$ cat src/pkg/lis_defs.svh
// Constants of the laser interlock and status sequencer: offsets, fields, resets, timing.
// Assumes a 100 MHz system clock and a byte-addressed plain register port.
`ifndef LIS_DEFS_SVH
`define LIS_DEFS_SVH

// ----------------------------------------------------------------------------
// Clock and timing
// ----------------------------------------------------------------------------
`define LIS_CLK_HZ          32'h05F5_E100
`define LIS_HZ_PER_MHZ      32'h000F_4240
`define LIS_START_DELAY_S   32'h0000_0005
`define LIS_CW_PERIOD_US    32'h0000_0032
`define LIS_START_DLY_CYC   (`LIS_START_DELAY_S * `LIS_CLK_HZ)
`define LIS_CW_CYC          ((`LIS_CLK_HZ / `LIS_HZ_PER_MHZ) * `LIS_CW_PERIOD_US)

// ----------------------------------------------------------------------------
// Fault thresholds
// ----------------------------------------------------------------------------
`define LIS_TEMP_LIMIT_C    8'h3C

// ----------------------------------------------------------------------------
// Register offsets
// ----------------------------------------------------------------------------
`define LIS_OFS_CTRL        8'h00
`define LIS_OFS_STATUS      8'h04
`define LIS_OFS_CAUSE       8'h08
`define LIS_OFS_DBNC        8'h0C
`define LIS_OFS_PWM_PER     8'h10
`define LIS_OFS_PWM_HIGH    8'h14

// ----------------------------------------------------------------------------
// Field positions and reset values
// ----------------------------------------------------------------------------
`define LIS_CTRL_INHIBIT    0
`define LIS_ST_LOOP         4
`define LIS_ST_FAULT        5
`define LIS_ST_CW           6
`define LIS_ST_READY        7
`define LIS_ST_SUPPLY       8
`define LIS_ST_OVER_FREQ    9
`define LIS_CAUSE_CIRCUIT   0
`define LIS_CAUSE_OVER_V    1
`define LIS_CAUSE_UNDER_V   2
`define LIS_CAUSE_TEMP      3
`define LIS_CTRL_RST        1'h0
`define LIS_DBNC_RST        16'h2710

`endif

$ cat src/pkg/lis_pkg.sv
// Types shared by the sequencer top and its timer and debounce leaves.
// Assumes the constants header is found on the include path.
`include "lis_defs.svh"

package lis_pkg;

  typedef enum logic [2:0] {
    LIS_STARTUP,
    LIS_OPEN,
    LIS_DELAY,
    LIS_ARMED,
    LIS_FAULT
  } lis_state_e;

  typedef struct packed {
    lis_state_e  st;
    logic        started;
    logic        tmr_start;
    logic        inhibit;
    logic [15:0] dbnc_lim;
    logic [3:0]  cause;
    logic        fault_n;
    logic        rf_pwr;
    logic        supply;
    logic        ready;
    logic        emis;
    logic        drive;
    logic        cw;
    logic        over_freq;
    logic        pwm_prev;
    logic [31:0] hi_cnt;
    logic [31:0] per_cnt;
    logic [31:0] high_cnt;
    logic [31:0] pwm_per;
    logic [31:0] pwm_high;
    logic [31:0] rdata;
  } lis_top_s;

  typedef struct packed {
    logic [31:0] cnt;
    logic        run;
    logic        done;
  } lis_tmr_s;

  typedef struct packed {
    logic [15:0] cnt;
    logic        stable;
  } lis_dbn_s;

  // Saturating increment, so long idle levels never wrap a measurement.
  function automatic logic [31:0] lis_sat_inc(input logic [31:0] x);
    lis_sat_inc = (x == 32'hFFFF_FFFF) ? x : x + 32'h0000_0001;
  endfunction : lis_sat_inc

endpackage : lis_pkg

$ cat src/rtl/lis_debounce.sv
// Debouncer for the interlock loop: the output follows only a level that stood long enough.
// Assumes the raw input is synchronous to the clock; limit may change at any time.
`timescale 1ns/1ns

module lis_debounce
  import lis_pkg::*;
(
  input  wire logic        clk_i,
  input  wire logic        rst_n_i,
  input  wire logic        raw_i,
  input  wire logic [15:0] limit_i,
  output logic             stable_o
);

  lis_dbn_s q;
  lis_dbn_s d;

  always_comb
  begin
    d = q;
    if (raw_i == q.stable)
    begin
      d.cnt = 16'h0000;
    end
    else if (q.cnt >= limit_i)
    begin
      d.stable = raw_i;
      d.cnt    = 16'h0000;
    end
    else
    begin
      d.cnt = q.cnt + 16'h0001;
    end
  end

  // Starts as open, so a closed loop is only trusted after a full interval.
  always_ff @(posedge clk_i)
  begin
    if (!rst_n_i)
    begin
      q <= '0;
    end
    else
    begin
      q <= d;
    end
  end

  assign stable_o = q.stable;

endmodule : lis_debounce

$ cat src/rtl/lis_timer.sv
// One-shot delay timer: a start pulse loads a count, done rises when it runs out.
// Assumes a start pulse of one cycle; done holds until the next start.
`timescale 1ns/1ns

module lis_timer
  import lis_pkg::*;
(
  input  wire logic        clk_i,
  input  wire logic        rst_n_i,
  input  wire logic        start_i,
  input  wire logic [31:0] load_i,
  output logic             done_o
);

  lis_tmr_s q;
  lis_tmr_s d;

  always_comb
  begin
    d = q;
    if (start_i)
    begin
      d.cnt  = (load_i == 32'h0000_0000) ? 32'h0000_0000 : load_i - 32'h0000_0001;
      d.run  = 1'b1;
      d.done = 1'b0;
    end
    else if (q.run)
    begin
      if (q.cnt == 32'h0000_0000)
      begin
        d.run  = 1'b0;
        d.done = 1'b1;
      end
      else
      begin
        d.cnt = q.cnt - 32'h0000_0001;
      end
    end
  end

  always_ff @(posedge clk_i)
  begin
    if (!rst_n_i)
    begin
      q <= '0;
    end
    else
    begin
      q <= d;
    end
  end

  assign done_o = q.done;

endmodule : lis_timer

$ cat src/rtl/lis_top.sv
// Interlock, start-up delay, fault latch and indicator logic of the laser user port.
// Assumes all pins are synchronous to CLK_SYS_I and that reset is the power-up reset.
//
// Our own choices: the plain strobed port and the placing of the registers.
`timescale 1ns/1ns

module lis_top
  import lis_pkg::*;
#(
  parameter int unsigned START_DLY_CYC = `LIS_START_DLY_CYC,
  parameter int unsigned CW_CYC        = `LIS_CW_CYC
)
(
  input  wire logic        CLK_SYS_I,
  input  wire logic        RST_N_I,
  input  wire logic [7:0]  REG_ADDR_I,
  input  wire logic [31:0] REG_WDATA_I,
  input  wire logic        REG_WR_I,
  input  wire logic        REG_RD_I,
  output logic [31:0]      REG_RDATA_O,
  input  wire logic        KEY_ON_I,
  input  wire logic        KEY_BYPASS_I,
  input  wire logic        INTERLOCK_LOOP_I,
  input  wire logic        FAULT_CIRCUIT_I,
  input  wire logic        OVER_VOLT_I,
  input  wire logic        UNDER_VOLT_I,
  input  wire logic [7:0]  TEMP_C_I,
  input  wire logic        PWM_CMD_I,
  output logic             INTERLOCK_SUPPLY_O,
  output logic             FAULT_N_O,
  output logic             RF_POWER_O,
  output logic             RF_DRIVE_O,
  output logic             EMISSION_INDICATOR_OUT_O,
  output logic             READY_INDICATOR_OUT_O,
  output logic             CONTINUOUS_EMISSION_MODE_O
);

  // --------------------------------------------------------------------------
  // State and leaf connections
  // --------------------------------------------------------------------------
  lis_top_s    q;
  lis_top_s    d;
  logic        dbn_closed;
  logic        tmr_done;
  logic        loop_closed;
  logic        temp_hot;
  logic [3:0]  raw_cause;
  logic        fault_now;
  logic        pwm_rise;
  logic        pwm_fall;
  logic [31:0] status_word;

  lis_debounce u_debounce (
    .clk_i    (CLK_SYS_I),
    .rst_n_i  (RST_N_I),
    .raw_i    (INTERLOCK_LOOP_I),
    .limit_i  (q.dbnc_lim),
    .stable_o (dbn_closed)
  );

  lis_timer u_timer (
    .clk_i   (CLK_SYS_I),
    .rst_n_i (RST_N_I),
    .start_i (q.tmr_start),
    .load_i  (32'(START_DLY_CYC)),
    .done_o  (tmr_done)
  );

  // --------------------------------------------------------------------------
  // Loop and fault detection
  // --------------------------------------------------------------------------
  // act on the debounced loop only
  // Loop current flows only from the supply pin, so an unpowered supply reads as open.
  assign loop_closed = dbn_closed & q.supply;

  assign temp_hot = (TEMP_C_I > `LIS_TEMP_LIMIT_C);

  always_comb
  begin
    raw_cause                     = 4'h0;
    raw_cause[`LIS_CAUSE_CIRCUIT] = FAULT_CIRCUIT_I;
    raw_cause[`LIS_CAUSE_OVER_V]  = OVER_VOLT_I;
    raw_cause[`LIS_CAUSE_UNDER_V] = UNDER_VOLT_I;
    raw_cause[`LIS_CAUSE_TEMP]    = temp_hot;
  end

  assign fault_now = |raw_cause;
  assign pwm_rise  = PWM_CMD_I & ~q.pwm_prev;
  assign pwm_fall  = ~PWM_CMD_I & q.pwm_prev;

  always_comb
  begin
    status_word                     = 32'h0000_0000;
    status_word[2:0]                = q.st;
    status_word[`LIS_ST_LOOP]       = loop_closed;
    status_word[`LIS_ST_FAULT]      = ~q.fault_n;
    status_word[`LIS_ST_CW]         = q.cw;
    status_word[`LIS_ST_READY]      = q.ready;
    status_word[`LIS_ST_SUPPLY]     = q.supply;
    status_word[`LIS_ST_OVER_FREQ]  = q.over_freq;
  end

  // --------------------------------------------------------------------------
  // Next state
  // --------------------------------------------------------------------------
  always_comb
  begin
    d           = q;
    d.tmr_start = 1'b0;
    d.rdata     = 32'h0000_0000;
    d.pwm_prev  = PWM_CMD_I;

    // Register writes.
    if (REG_WR_I)
    begin
      unique case (REG_ADDR_I)
        `LIS_OFS_CTRL:
        begin
          d.inhibit = REG_WDATA_I[`LIS_CTRL_INHIBIT];
        end
        `LIS_OFS_DBNC:
        begin
          d.dbnc_lim = REG_WDATA_I[15:0];
        end
        default:
        begin
        end
      endcase
    end

    // Read data stands for one cycle only; unmapped offsets read zero.
    if (REG_RD_I)
    begin
      unique case (REG_ADDR_I)
        `LIS_OFS_CTRL:     d.rdata = {31'h0000_0000, q.inhibit};
        `LIS_OFS_STATUS:   d.rdata = status_word;
        `LIS_OFS_CAUSE:    d.rdata = {28'h000_0000, q.cause};
        `LIS_OFS_DBNC:     d.rdata = {16'h0000, q.dbnc_lim};
        `LIS_OFS_PWM_PER:  d.rdata = q.pwm_per;
        `LIS_OFS_PWM_HIGH: d.rdata = q.pwm_high;
        default:           d.rdata = 32'h0000_0000;
      endcase
    end

    // supply only with key on or bypassed
    d.supply = KEY_ON_I | KEY_BYPASS_I;

    // open loop clears the latched causes
    // A cause still present in the clearing cycle is kept, so the set wins.
    if (!loop_closed)
    begin
      d.cause = raw_cause;
    end
    else
    begin
      d.cause = q.cause | raw_cause;
    end

    // ------------------------------------------------------------------------
    // Sequencer
    // ------------------------------------------------------------------------
    unique case (q.st)
      LIS_STARTUP:
      begin
        if (!q.started)
        begin
          d.started   = 1'b1;
          d.tmr_start = 1'b1;
        end
        else if (tmr_done && !q.tmr_start)
        begin
          if (!loop_closed)
          begin
            d.st = LIS_OPEN;
          end
          else if (fault_now || (q.cause != 4'h0))
          begin
            d.st = LIS_FAULT;
          end
          else
          begin
            d.st = LIS_ARMED;
          end
        end
      end
      LIS_OPEN:
      begin
        if (loop_closed)
        begin
          if (fault_now)
          begin
            d.st = LIS_FAULT;
          end
          else
          begin
            d.st        = LIS_DELAY;
            d.tmr_start = 1'b1;
          end
        end
      end
      LIS_DELAY:
      begin
        // opening the loop halts at once
        if (!loop_closed)
        begin
          d.st = LIS_OPEN;
        end
        else if (fault_now)
        begin
          d.st = LIS_FAULT;
        end
        // lasing enabled once the delay expires
        else if (tmr_done && !q.tmr_start)
        begin
          d.st = LIS_ARMED;
        end
      end
      LIS_ARMED:
      begin
        if (!loop_closed)
        begin
          d.st = LIS_OPEN;
        end
        else if (fault_now)
        begin
          d.st = LIS_FAULT;
        end
      end
      LIS_FAULT:
      begin
        // loop toggle resets the fault
        // Power cycling resets it too, since that is the power-up reset.
        if (!loop_closed)
        begin
          d.st = LIS_OPEN;
        end
      end
    endcase

    // ------------------------------------------------------------------------
    // Command measurement
    // ------------------------------------------------------------------------
    // constant-high command detected as continuous emission
    if (PWM_CMD_I)
    begin
      d.hi_cnt = lis_sat_inc(q.hi_cnt);
    end
    else
    begin
      d.hi_cnt = 32'h0000_0000;
    end
    d.cw = (d.hi_cnt >= 32'(CW_CYC));

    // Period is captured on each rising edge of the command, high time on each falling edge.
    d.per_cnt = lis_sat_inc(q.per_cnt);
    if (PWM_CMD_I)
    begin
      d.high_cnt = lis_sat_inc(q.high_cnt);
    end
    if (pwm_fall)
    begin
      d.pwm_high = q.high_cnt;
    end
    if (pwm_rise)
    begin
      d.pwm_per  = q.per_cnt;
      d.per_cnt  = 32'h0000_0001;
      d.high_cnt = 32'h0000_0001;
    end

    // flag a command faster than allowed
    // Cleared by writing one to its status bit; a new edge in that cycle wins.
    if (REG_WR_I && (REG_ADDR_I == `LIS_OFS_STATUS) && REG_WDATA_I[`LIS_ST_OVER_FREQ])
    begin
      d.over_freq = 1'b0;
    end
    if (pwm_rise && (q.per_cnt < 32'(CW_CYC)) && (q.pwm_per != 32'h0000_0000))
    begin
      d.over_freq = 1'b1;
    end

    // ------------------------------------------------------------------------
    // Outputs
    // ------------------------------------------------------------------------
    // fault output low while detected or latched
    d.fault_n = ~(fault_now || (d.st == LIS_FAULT));

    // RF power only in the powered states
    d.rf_pwr = (d.st == LIS_DELAY) || (d.st == LIS_ARMED);

    // drive only when armed with a closed loop
    // no pulse or tickle without RF power
    // constant command passes as a fixed level
    d.drive = PWM_CMD_I && (d.st == LIS_ARMED) && d.rf_pwr && !q.inhibit;

    // indicator follows the gated command waveform
    d.emis = d.drive;

    // ready while the laser is enabled
    // ready drops when lasing is disabled
    d.ready = d.rf_pwr && !q.inhibit;
  end

  // --------------------------------------------------------------------------
  // State register
  // --------------------------------------------------------------------------
  always_ff @(posedge CLK_SYS_I)
  begin
    if (!RST_N_I)
    begin
      q          <= '0;
      q.st       <= LIS_STARTUP;
      q.inhibit  <= `LIS_CTRL_RST;
      q.dbnc_lim <= `LIS_DBNC_RST;
      q.fault_n  <= 1'b1;
    end
    else
    begin
      q <= d;
    end
  end

  assign REG_RDATA_O                = q.rdata;
  assign INTERLOCK_SUPPLY_O         = q.supply;
  assign FAULT_N_O                  = q.fault_n;
  assign RF_POWER_O                 = q.rf_pwr;
  assign RF_DRIVE_O                 = q.drive;
  assign EMISSION_INDICATOR_OUT_O   = q.emis;
  assign READY_INDICATOR_OUT_O      = q.ready;
  assign CONTINUOUS_EMISSION_MODE_O = q.cw;

endmodule : lis_top

$ cat config.mk
export PLATFORM = sky130hd
export DESIGN_NAME = lis_top
export DESIGN_NICKNAME = d
export VERILOG_FILES = /design/src/pkg/lis_pkg.sv /design/src/rtl/lis_debounce.sv /design/src/rtl/lis_timer.sv /design/src/rtl/lis_top.sv
export VERILOG_INCLUDE_DIRS = /design/src /design/src/pkg
export SDC_FILE = /design/constraint.sdc
export NUM_CORES = 1
export LEC_CHECK = 0
export BUFFER_PORTS_ARGS = -buffer_cell sky130_fd_sc_hd__buf_2
export CELL_PAD_IN_SITES_DETAIL_PLACEMENT = 0
export CELL_PAD_IN_SITES_GLOBAL_PLACEMENT = 1
export CORE_MARGIN = 2
export CORE_UTILIZATION = 41
export CTS_CLUSTER_SIZE = 16
export DETAILED_ROUTE_END_ITERATION = 12
export PLACE_DENSITY = 0.73
export RECOVER_POWER = 25
export SLEW_MARGIN = 10
export SYNTH_ARGS = -nofsm -noshare
export SYNTH_HDL_FRONTEND = slang
export SYNTH_SLANG_ARGS = --single-unit
$ cat constraint.sdc
create_clock -name CLK_SYS_I -period 2.8 [get_ports CLK_SYS_I]
set_clock_uncertainty 0.05 [all_clocks]
set_input_delay 0.42 -clock CLK_SYS_I [delete_from_list [all_inputs] [get_ports CLK_SYS_I]]
set_output_delay 0.42 -clock CLK_SYS_I [all_outputs]
set_load 0.005 [all_outputs]
==> out/metrics.cfg <==
[final_layout]
drive_gt1_share_pct=11.7
final_nets=1654
syn_to_final_growth_pct=14.9
finalInstanceArea_mm2=0.0145
insertedDiodeCount=0
instances_no_fill=1993
post-route-util_pct=47.5

[placement]
io_buffer_count=81
dp_hpwl_um=22700
dp.cells=1936
place_congestion=0.826
pre_cts_ws_ps=82.3
dpl_cell_area_mm2=0.0134

[timing]
period_share_pct=95.0
rsz0062_at_grt=no
fin_ws_ps=140
fmax_mhz=376
hold_ws_ps=38.7
period_needed_ps=2660
setup_viol_count_final=0
drv_slew=0
relSlewSlack_pct=8.70
worst_pin_slew_ps=1370
fin_tns_setup_ps=0
finalHoldViolCount=0

[setup_path]
critical_path.top_delay_family=simple AND/OR/NAND/NOR gates
path_cells=nand4_2 -> or3_4 -> or3_4 -> o311a_1 -> o221a_2 -> o311ai_1 -> nand2_1 -> o221ai_1
cp_slowest_stage_delay_ps=440
path_buf_inv=0
worst_ep_arrival_time_ps=3080
cpMostUsedCell=or3_4
critPathLaunchType=flip-flop
regToRegSetupSlack_ps=140
cp_slowest_cell=or3_4
critical_path_required_ps=3220
endpoint_kind=flip-flop
worstPathMaxFanout=5
worstSetupPathType=flip-flop to flip-flop

[pwr]
leakage_nw=5.02
power_mw=8.61
powerDensity_mw_per_mm2=595
peakVddDrop_uv=430

[floorplan]
row_count=64
die_w_um=179
fp.dieH_um=179
die_area_mm2=0.0321
io_pins=98
coreArea_mm2=0.0304
initial_utilization_pct=41.3

[yosys]
yosysTopAreaCell=dfxtp_1
yosys_warnings=0
synth-async-reset-ratio_pct=0
avgSynthCellArea_um2=8.33
netlist-cell-type-count=62
netlist_area_mm2=0.0126
yosysTopAreaCellShare_pct=44.1
syn-num-nets=1591
synth_edf_count=0
synth-main-ff-cell=dfxtp_1
syn_inst=1511
synthTopCellsByArea=dfxtp_1, nand2_1, nor2_1
synth_seq_area_share_pct=44.1
yosys_register_bits=277

[clock_network]
cts.clk_slew.worst_paths_ps=60
postCtsSetupBuffers=0
clock_sinks=277
worstSkewPairLatency_ps=550
htreeDepth=1
cts_tree=yes
clock_path_buffers=3
cts_root_buf=clkbuf_16
cts_buffers=31

[worst_hold_path]
hp-class=primary input to flip-flop

[detailed_routing]
ant_nets=0
viasPerCell=5.21
drt_first_pass_iters=6
vias=10400
drtIter0Drc=703
wl_um=31400
wire_per_inst_um=15.7
drc=0

[global_routing]
grt_pass1_vias=9832
grt_pass1_wl_um=50700
grtUsageTotal_pct=19.5
grt_max_degree=55
antenna_found_initial=0
grt_overflow=0

[outcome]
status=finished clean

[job]
cap_viol_max_count=0

-- worst register-to-register path, stage by stage (launching register included) --
cell      delay (ps)
dfxtp_1          410
nand4_2          190
or3_4            450
or3_4            380
o311a_1          340
o221a_2          250
o311ai_1         230
nand2_1          120
o221ai_1         170
-- Yosys cell counts (all sizes together), types with 2 or more instances --
master  number
o22ai        2
and2        11
nor3        42
xor2        53
or4         10
nor2b       11
o31ai        6
xnor2       64
o21a        12
mux2i        7
mux2         2
a211oi       2
dfxtp      277
ha          21
a21oi       61
nor4b        3
a22oi       20
and4        10
nand3       40
inv         40
and3        16
a221oi       2
a222oi      12
o21ai       29
a21boi      78
o211ai       6
o41ai        2
nand2b       7
nand2      245
nand4       40
a21o         5
a311oi       2
a31oi        8
nor2       183
or2          4
nand3b       3
clkbuf      67
or3         21
nor4        33
buf         40
nor3b        5
-- placed cells by master, fill, tap and decap left out, types with 30 or more instances in the layout --
master / instances
a21oi_1: 60
nor2_1: 182
nand3_1: 39
xor2_1: 53
xnor2_1: 64
clkbuf_16: 31
dfxtp_1: 277
nor4_1: 30
nor3_1: 39
a21boi_0: 78
nand4_1: 39
buf_2: 61
inv_1: 40
clkbuf_1: 30
buf_4: 49
nand2_1: 244
-- layer usage --
layer	global-route usage [%]	vias to the layer above	wire length (µm)
met5	0	-	0
met4	3.63	0	378
met3	2.97	33	1410
met2	32.1	151	14500
met1	27.2	4889	15100
li1	-	5318	-
-- what timing repair did --
| item | CTS | global route |
|---|---|---|
| hold endpoints to repair | 1 | 0 |
| setup endpoints to repair | 0 | 2 |
| hold buffers | 1 | 0 |
| resized for setup | 0 | 4 |
-- where the power goes --
group / internal, mW / switching [mW]
Sequential: 4.00 / 0.0676
Clock: 2.51 / 1.59
Combinational: 0.177 / 0.251
-- area by class of cell --
type / instances / area (µm²)
clock buffers: 47 / 916
clock inverters: 9 / 126
fillers: 3107 / 16000
inverters: 40 / 150
multi-input cells: 1087 / 6390
flip-flops and latches: 277 / 5550
well taps: 396 / 495
repair buffers: 137 / 831
-- cell families (layout without fill, tap and decap cells) --
logic type | count (synthesis) | in the layout | share of synthesized area [%]
compound gates | 255 | 255 | 13.8
xor+xnor | 117 | 117 | 8.15
fa+ha+maj | 21 | 21 | 2.09
buf+inv | 147 | 233 | 5.47
flops | 277 | 277 | 44.1
mux | 9 | 9 | 0.766
simple gates | 685 | 685 | 25.6
-- sequential cells by signal (all words and copies together) (netlist names) --
| signal | count |
|---|---|
| q | 188 |
| u_timer.q | 33 |
| REG_RDATA_O | 32 |
| u_debounce.q | 16 |
| CONTINUOUS_EMISSION_MODE_O | 1 |
| FAULT_N_O | 1 |
| INTERLOCK_SUPPLY_O | 1 |
| READY_INDICATOR_OUT_O | 1 |
| RF_DRIVE_O | 1 |
| RF_POWER_O | 1 |
| u_debounce.stable_o | 1 |
| u_timer.done_o | 1 |
-- final timing paths --
path,to,depth (start not counted),startpoint
hold / removal,INTERLOCK_SUPPLY_O$_SDFF_PN0_,2,KEY_BYPASS_I
setup reg to reg,CONTINUOUS_EMISSION_MODE_O$_SDFF_PN0_,8,q[166]$_SDFF_PN0_
setup / recovery,CONTINUOUS_EMISSION_MODE_O$_SDFF_PN0_,8,q[166]$_SDFF_PN0_
hold reg to reg,REG_RDATA_O[8]$_SDFF_PN0_,2,q[213]$_SDFFE_PN1P_
Note: power is estimated with default switching activity, not from simulation.
